==> src/verilog/flash_cfg_defs.svh <==
// constants for the volatile read configuration block
// assumes inclusion by bare name from the design files
`ifndef FLASH_CFG_DEFS_SVH
`define FLASH_CFG_DEFS_SVH

// ****************************************
// volatile register fields
// ****************************************
`define VCFG_DUMMY 7:4
`define VCFG_XIP_BIT 3
`define VCFG_RSVD_BIT 2
`define VCFG_WRAP 1:0
`define VCFG_RESET 8'hfb

// ****************************************
// nonvolatile register fields
// ****************************************
`define NV_DUMMY 15:12
`define NV_XIP 11:9
`define NV_XIP_OFF 3'h7
`define NV_QUAD_BIT 3
`define NV_DUAL_BIT 2
`define NV_FACTORY 16'hffff

// ****************************************
// dummy and wrap encodings
// ****************************************
`define DUMMY_CODE_DEF0 4'h0
`define DUMMY_CODE_DEF1 4'hf
`define DUMMY_DEFAULT 4'ha
`define WRAP_16 2'h0
`define WRAP_32 2'h1
`define WRAP_64 2'h2
`define WRAP_SEQ 2'h3
`define MASK_16 32'h0000000f
`define MASK_32 32'h0000001f
`define MASK_64 32'h0000003f
`define MASK_SEQ 32'hffffffff

`endif

==> src/verilog/flash_cfg_pkg.sv <==
// types for the volatile read configuration block
// assumes nothing beyond a SystemVerilog compiler
package flash_cfg_pkg;

  typedef enum logic [1:0] {phase_idle, phase_dummy, phase_data} read_phase_t;

endpackage : flash_cfg_pkg

==> src/verilog/flash_wrap_addr.sv <==
// next byte address of a read under the selected wrap mode
// assumes a combinational use inside the read engine
`timescale 1ns/1ps
`default_nettype none
`include "flash_cfg_defs.svh"

module flash_wrap_addr (
  input wire logic [31:0] cur_addr,
  input wire logic [1:0] wrap_sel,
  output logic [31:0] wrap_mask,
  output logic [31:0] next_addr
);

  // ****************************************
  // aligned block mask
  // ****************************************
  wire [31:0] inc_addr;

  assign wrap_mask = (wrap_sel == `WRAP_16) ? `MASK_16 :
                     (wrap_sel == `WRAP_32) ? `MASK_32 :
                     (wrap_sel == `WRAP_64) ? `MASK_64 : `MASK_SEQ;
  assign inc_addr = cur_addr + 32'h00000001;
  // low bits advance, block base held
  assign next_addr = (cur_addr & ~wrap_mask) | (inc_addr & wrap_mask);

endmodule : flash_wrap_addr
`default_nettype wire

==> src/verilog/flash_read_config_wrap.sv <==
// volatile read configuration register and the read sequencing it steers
// assumes command decode and serial clock ticks arrive on core_clk
// Functional notes
// - fast reads insert the dummy clock count held in bits 7:4
// - dummy codes 0000 and 1111 both mean the default count
// - nonvolatile bits 2/3 low pick dual/quad at power-on, quad wins
// - volatile bit 3 low enables execute in place; fixed variants ignore it
// - wrap codes 00/01/10 wrap within aligned 16/32/64-byte blocks
// - wrap code 11 is the default and reads sequentially
// - writes to the volatile register act at once and read back
// - nonvolatile bits 15:12 give power-on dummy count, factory all ones
`timescale 1ns/1ps
`default_nettype none
`include "flash_cfg_defs.svh"

module flash_read_config_wrap
  import flash_cfg_pkg::*;
(
  input wire logic core_clk,
  input wire logic resetn,
  input wire logic [15:0] nv_config,
  input wire logic xip_fixed,
  input wire logic vcfg_wr,
  input wire logic [7:0] vcfg_wdata,
  input wire logic read_start,
  input wire logic read_fast,
  input wire logic [31:0] read_addr,
  input wire logic sclk_tick,
  input wire logic byte_next,
  input wire logic read_end,
  output logic [7:0] vcfg_rdata,
  output logic [3:0] dummy_cycles,
  output logic proto_dual,
  output logic proto_quad,
  output logic execute_in_place,
  output logic dummy_phase,
  output logic data_phase,
  output logic [31:0] byte_addr
);

  // ****************************************
  // state
  // ****************************************
  logic loaded;
  logic [7:0] vcfg;
  logic fixed_xip;
  read_phase_t phase;
  logic [3:0] dummy_left;

  wire load_now;
  wire wr_ok;
  wire [3:0] dummy_code;
  wire [3:0] eff_dummy;
  wire [7:0] wr_value;
  wire [7:0] nv_value;
  wire next_xip;
  wire [31:0] wrap_mask;
  wire [31:0] next_byte_addr;
  wire dummy_done;
  read_phase_t next_phase;

  // ****************************************
  // decode
  // ****************************************
  assign load_now = !loaded;
  assign wr_ok = loaded && vcfg_wr;
  assign dummy_code = vcfg[`VCFG_DUMMY];
  assign eff_dummy = (dummy_code == `DUMMY_CODE_DEF0 || dummy_code == `DUMMY_CODE_DEF1) ?
                     `DUMMY_DEFAULT : dummy_code;
  assign wr_value = {vcfg_wdata[`VCFG_DUMMY], vcfg_wdata[`VCFG_XIP_BIT], 1'b0,
                     vcfg_wdata[`VCFG_WRAP]};
  // power-on image: dummy from nonvolatile field, xip from its mode field
  assign nv_value = {nv_config[`NV_DUMMY], (nv_config[`NV_XIP] == `NV_XIP_OFF), 1'b0,
                     `WRAP_SEQ};
  assign next_xip = fixed_xip || !vcfg[`VCFG_XIP_BIT];
  assign dummy_done = (phase == phase_dummy) && sclk_tick && (dummy_left == 4'h1);

  always_comb begin
    next_phase = phase;
    if (read_end) begin
      next_phase = phase_idle;
    end else if (read_start) begin
      next_phase = read_fast ? phase_dummy : phase_data;
    end else if (dummy_done) begin
      next_phase = phase_data;
    end
  end

  flash_wrap_addr u_wrap (
    .cur_addr(byte_addr),
    .wrap_sel(vcfg[`VCFG_WRAP]),
    .wrap_mask(wrap_mask),
    .next_addr(next_byte_addr)
  );

  // ****************************************
  // configuration register
  // ****************************************
  always_ff @(posedge core_clk) begin
    if (!resetn) begin
      loaded <= 1'b0;
      vcfg <= `VCFG_RESET;
      fixed_xip <= 1'b0;
      proto_dual <= 1'b0;
      proto_quad <= 1'b0;
    end else if (load_now) begin
      loaded <= 1'b1;
      vcfg <= nv_value;
      fixed_xip <= xip_fixed;
      proto_quad <= !nv_config[`NV_QUAD_BIT];
      proto_dual <= nv_config[`NV_QUAD_BIT] && !nv_config[`NV_DUAL_BIT];
    end else if (wr_ok) begin
      vcfg <= wr_value;
    end
  end

  always_ff @(posedge core_clk) begin
    if (!resetn) begin
      vcfg_rdata <= `VCFG_RESET;
      dummy_cycles <= `DUMMY_DEFAULT;
      execute_in_place <= 1'b0;
    end else begin
      vcfg_rdata <= vcfg;
      dummy_cycles <= eff_dummy;
      execute_in_place <= next_xip;
    end
  end

  // ****************************************
  // read sequencing
  // ****************************************
  always_ff @(posedge core_clk) begin
    if (!resetn) begin
      phase <= phase_idle;
      dummy_phase <= 1'b0;
      data_phase <= 1'b0;
    end else begin
      phase <= next_phase;
      dummy_phase <= (next_phase == phase_dummy);
      data_phase <= (next_phase == phase_data);
    end
  end

  always_ff @(posedge core_clk) begin
    if (!resetn) begin
      dummy_left <= 4'h0;
    end else if (read_start && !read_end) begin
      dummy_left <= eff_dummy;
    end else if (phase == phase_dummy && sclk_tick) begin
      dummy_left <= dummy_left - 4'h1;
    end
  end

  always_ff @(posedge core_clk) begin
    if (!resetn) begin
      byte_addr <= 32'h00000000;
    end else if (read_start && !read_end) begin
      byte_addr <= read_addr;
    end else if (phase == phase_data && byte_next && !read_end) begin
      byte_addr <= next_byte_addr;
    end
  end
endmodule : flash_read_config_wrap
`default_nettype wire

==> config.mk <==
export PLATFORM = sky130hd
export DESIGN_NAME = flash_read_config_wrap
export DESIGN_NICKNAME = d
export VERILOG_FILES = /design/src/verilog/flash_cfg_pkg.sv /design/src/verilog/flash_wrap_addr.sv /design/src/verilog/flash_read_config_wrap.sv
export VERILOG_INCLUDE_DIRS = /design/src /design/src/verilog
export SDC_FILE = /design/constraint.sdc
export NUM_CORES = 1
export LEC_CHECK = 0
export BUFFER_PORTS_ARGS = -buffer_cell sky130_fd_sc_hd__buf_2
export CAP_MARGIN = 20
export CORE_ASPECT_RATIO = 0.6
export CORE_UTILIZATION = 35
export CTS_CLUSTER_DIAMETER = 40
export DETAILED_ROUTE_END_ITERATION = 6
export PLACE_DENSITY = 0.6
export SYNTH_ARGS = -nofsm -noshare
export SYNTH_HDL_FRONTEND = slang
export SYNTH_SLANG_ARGS = --single-unit
==> constraint.sdc <==
create_clock -name core_clk -period 2.1 [get_ports core_clk]
set_input_delay 0.21 -clock core_clk [delete_from_list [all_inputs] [get_ports core_clk]]
set_output_delay 0.21 -clock core_clk [all_outputs]
set_load 0.05 [all_outputs]
==> flow_summary.json <==
{
  "p_clk_share_pct": 46.8,
  "sw_frac_of_total_pct": 28.0,
  "p_int_uw": 2510,
  "hold_class": "input port to flop",
  "final-setup-viol-count": 0,
  "grt_pass1_vias": 2755,
  "core.rowCount": 25,
  "finalNetCount": 526,
  "hold_buffers": 0,
  "ctsRootBufferMaster": "clkbuf_16",
  "ys_types": 50,
  "crit_fanout": 9,
  "period_minus_slack_ns": 1.87,
  "r2r_slack_ns": 0.23,
  "worst-setup-path-type": "flop to flop",
  "syn_nets": 423,
  "synth.largest_area_cell": "dfxtp_1",
  "viasPerCell": 5.12,
  "worstRegToRegCells": 6,
  "gp_congestion": 0.819,
  "synth.yosys.warnings": 0,
  "fp.dieW_um": 123,
  "final_cells": 571,
  "worst-path-buf-inv": 1,
  "drc_errors": 0,
  "crit_path_cell_trace": "nor4bb_1, buf_4, and4b_1, nand3_1, xor2_1, a21oi_1",
  "leakage_uw": 0.00169,
  "crit_start": "phase[0]",
  "max_stage_delay_ns": 0.44,
  "tns_ns": 0,
  "final_area_um2": 4020,
  "tritoncts.num_buffers": 9,
  "ant_nets": 0,
  "coreArea_um2": 8160,
  "cts_setup_buffers": 0,
  "fin_ws_ns": 0.232,
  "ys.flop_type": "dfxtp_1",
  "netlist_instances": 355,
  "yosysMostFrequentCell": "dfxtp_1",
  "synthArstFlopShare_pct": 0,
  "crit_slowest_cell": "and4b_1",
  "power.density_nw_per_um2": 867,
  "die_h_um": 74.3,
  "antenna_found_initial": 0,
  "syn_area_um2": 3050,
  "cts_tree": "done",
  "drive_above_1_share_pct": 29.4,
  "required_ns": 2.36,
  "ir_drop_mv": 0.386,
  "clk_pin_slew_ns": 0.06,
  "dp_hpwl_mm": 6.39,
  "grt_max_degree": 40,
  "cp-end-kind": "flop",
  "vias": 2925,
  "wl_per_cell_um": 15.2,
  "post-place-ws_ns": 0.263,
  "ys_top_cells_by_area": "dfxtp_1 (41%), xor2_1 (4.9%), a21oi_1 (4.4%)",
  "synth_top_area_share_pct": 41.4,
  "run_status": "completed",
  "ios": 114,
  "portBuffers": 104,
  "grt.total_usage_pct": 20.0,
  "overflow": 0,
  "total_power_uw": 3490,
  "dr.pass1.iters": 4,
  "grt_pass1_wl_mm": 13.7,
  "dp.cells": 555,
  "ys_top_cells_by_count": "dfxtp_1 (63), nand2_1 (34), a21oi_1 (27)",
  "fmax_ghz": 0.535,
  "cts_resized": 0,
  "clkSinkCount": 63,
  "syn_to_final_growth_pct": 31.8,
  "maxSlewHeadroom_pct": 62.6,
  "ys_seq_area_share_pct": 41.4,
  "synth-edff-count": 0,
  "finalHoldViolCount": 0,
  "place_area_um2": 3690,
  "fin_crit_sh_pct": 88.9,
  "p_comb_share_pct": 14.4,
  "p_switching_uw": 977,
  "tightest_slew_ns": 0.560,
  "rsz0062_at_grt": "no",
  "drv_cap": 0,
  "clock_tree.buffer_depth": 2,
  "cts_max_level": 3,
  "p_seq_share_pct": 38.8,
  "start_util_pct": 37.3,
  "critPathTopFamily": "simple AND/OR/NAND/NOR gates",
  "n_antenna_cell": 0,
  "ys_seq_elements": 63,
  "r2r_start": "phase[0]",
  "avgSynthCellArea_um2": 8.59,
  "finalClockSkew_ns": 0.00471,
  "cp.depth": 6,
  "wl_mm": 8.67,
  "worstPathArrival_ns": 2.13,
  "final_max_slew_viol_count": 0,
  "die-area_um2": 9100,
  "start_kind": "flop",
  "drtIter0Drc": 148,
  "clkLatencyLatePin_ns": 0.33
}
==> tightest hold or removal path: stages <==
cell and delay [ns]:
buf_2 0.07, o21ai_0 0.06, nand2_1 0.05
==> layout make-up <==
class	instances	area, um^2
clock buffers	10	239
well taps	108	135
multi-input cells	264	1670
clock inverters	6	92.6
repair buffers	114	596
flip-flops and latches	63	1260
inverters	6	22.5
fillers	794	4150
==> cells in the final DEF, fill, tap and decap left out, types with 10 or more instances in the layout <==
| cell type | count |
|---|---|
| buf_2 | 104 |
| dfxtp_1 | 63 |
| nand2_1 | 34 |
| a21oi_1 | 27 |
| o21ai_0 | 21 |
| nand3_1 | 19 |
| xor2_1 | 17 |
| nor2_1 | 15 |
| nand4_1 | 14 |
| xnor2_1 | 14 |
| nand2b_1 | 13 |
| buf_4 | 10 |
==> stage by stage <==
stage          utilization [%]  hold WS (ns)
2_1_floorplan                -         0.238
3_3_place_gp              45.2         0.435
5_1_grt                   49.2         0.111
3_5_place_dp              45.2         0.432
6_report                  49.2         0.100
4_1_cts                   49.2        0.0912
==> cell families after synthesis <==
| group | count (synthesis) | share of synthesized area [%] |
|---|---|---|
| AOI/OAI and AO/OA | 84 | 16.8 |
| buffers and inverters | 28 | 3.86 |
| muxes | 7 | 2.30 |
| other | 1 | 0.123 |
| DFF | 63 | 41.4 |
| xor gates and xnor gates | 31 | 8.90 |
| and+or+nand+nor | 138 | 25.4 |
| adders and majority gates | 3 | 1.23 |
==> metal layers <==
metal / vias up / global-route usage (%) / routed length, um
li1: 1498 / - / -
met1: 1316 / 29.3 / 4710
met2: 100 / 27.8 / 3240
met3: 11 / 5.60 / 634
met4: 0 / 6.64 / 86
met5: - / 0 / 0
==> worst min path at each step <==
| stage | start | to | slack, ns | depth (start not counted) |
|---|---|---|---|---|
| 3_3_place_gp | nv_config[13] | vcfg[5] | 0.43 | 3 |
| 4_1_cts | nv_config[13] | vcfg[5] | 0.09 | 3 |
| 3_5_place_dp | nv_config[13] | vcfg[5] | 0.43 | 3 |
| 2_1_floorplan | resetn | loaded | 0.24 | 0 |
| 5_1_grt | nv_config[14] | vcfg[6] | 0.11 | 3 |
| 6_report | nv_config[13] | vcfg[5] | 0.1 | 3 |
==> power groups by stage <==
stage / sequential [uW] / combinational, uW / clock (uW)
after detailed placement: 1380 / 502 / 0
after floorplan: 1530 / 179 / 0
final: 1350 / 502 / 1630
after global routing: 1360 / 541 / 1710
after CTS: 1350 / 504 / 1660
after global placement: 1370 / 497 / 0
Note: power is estimated with default switching activity, not from simulation.
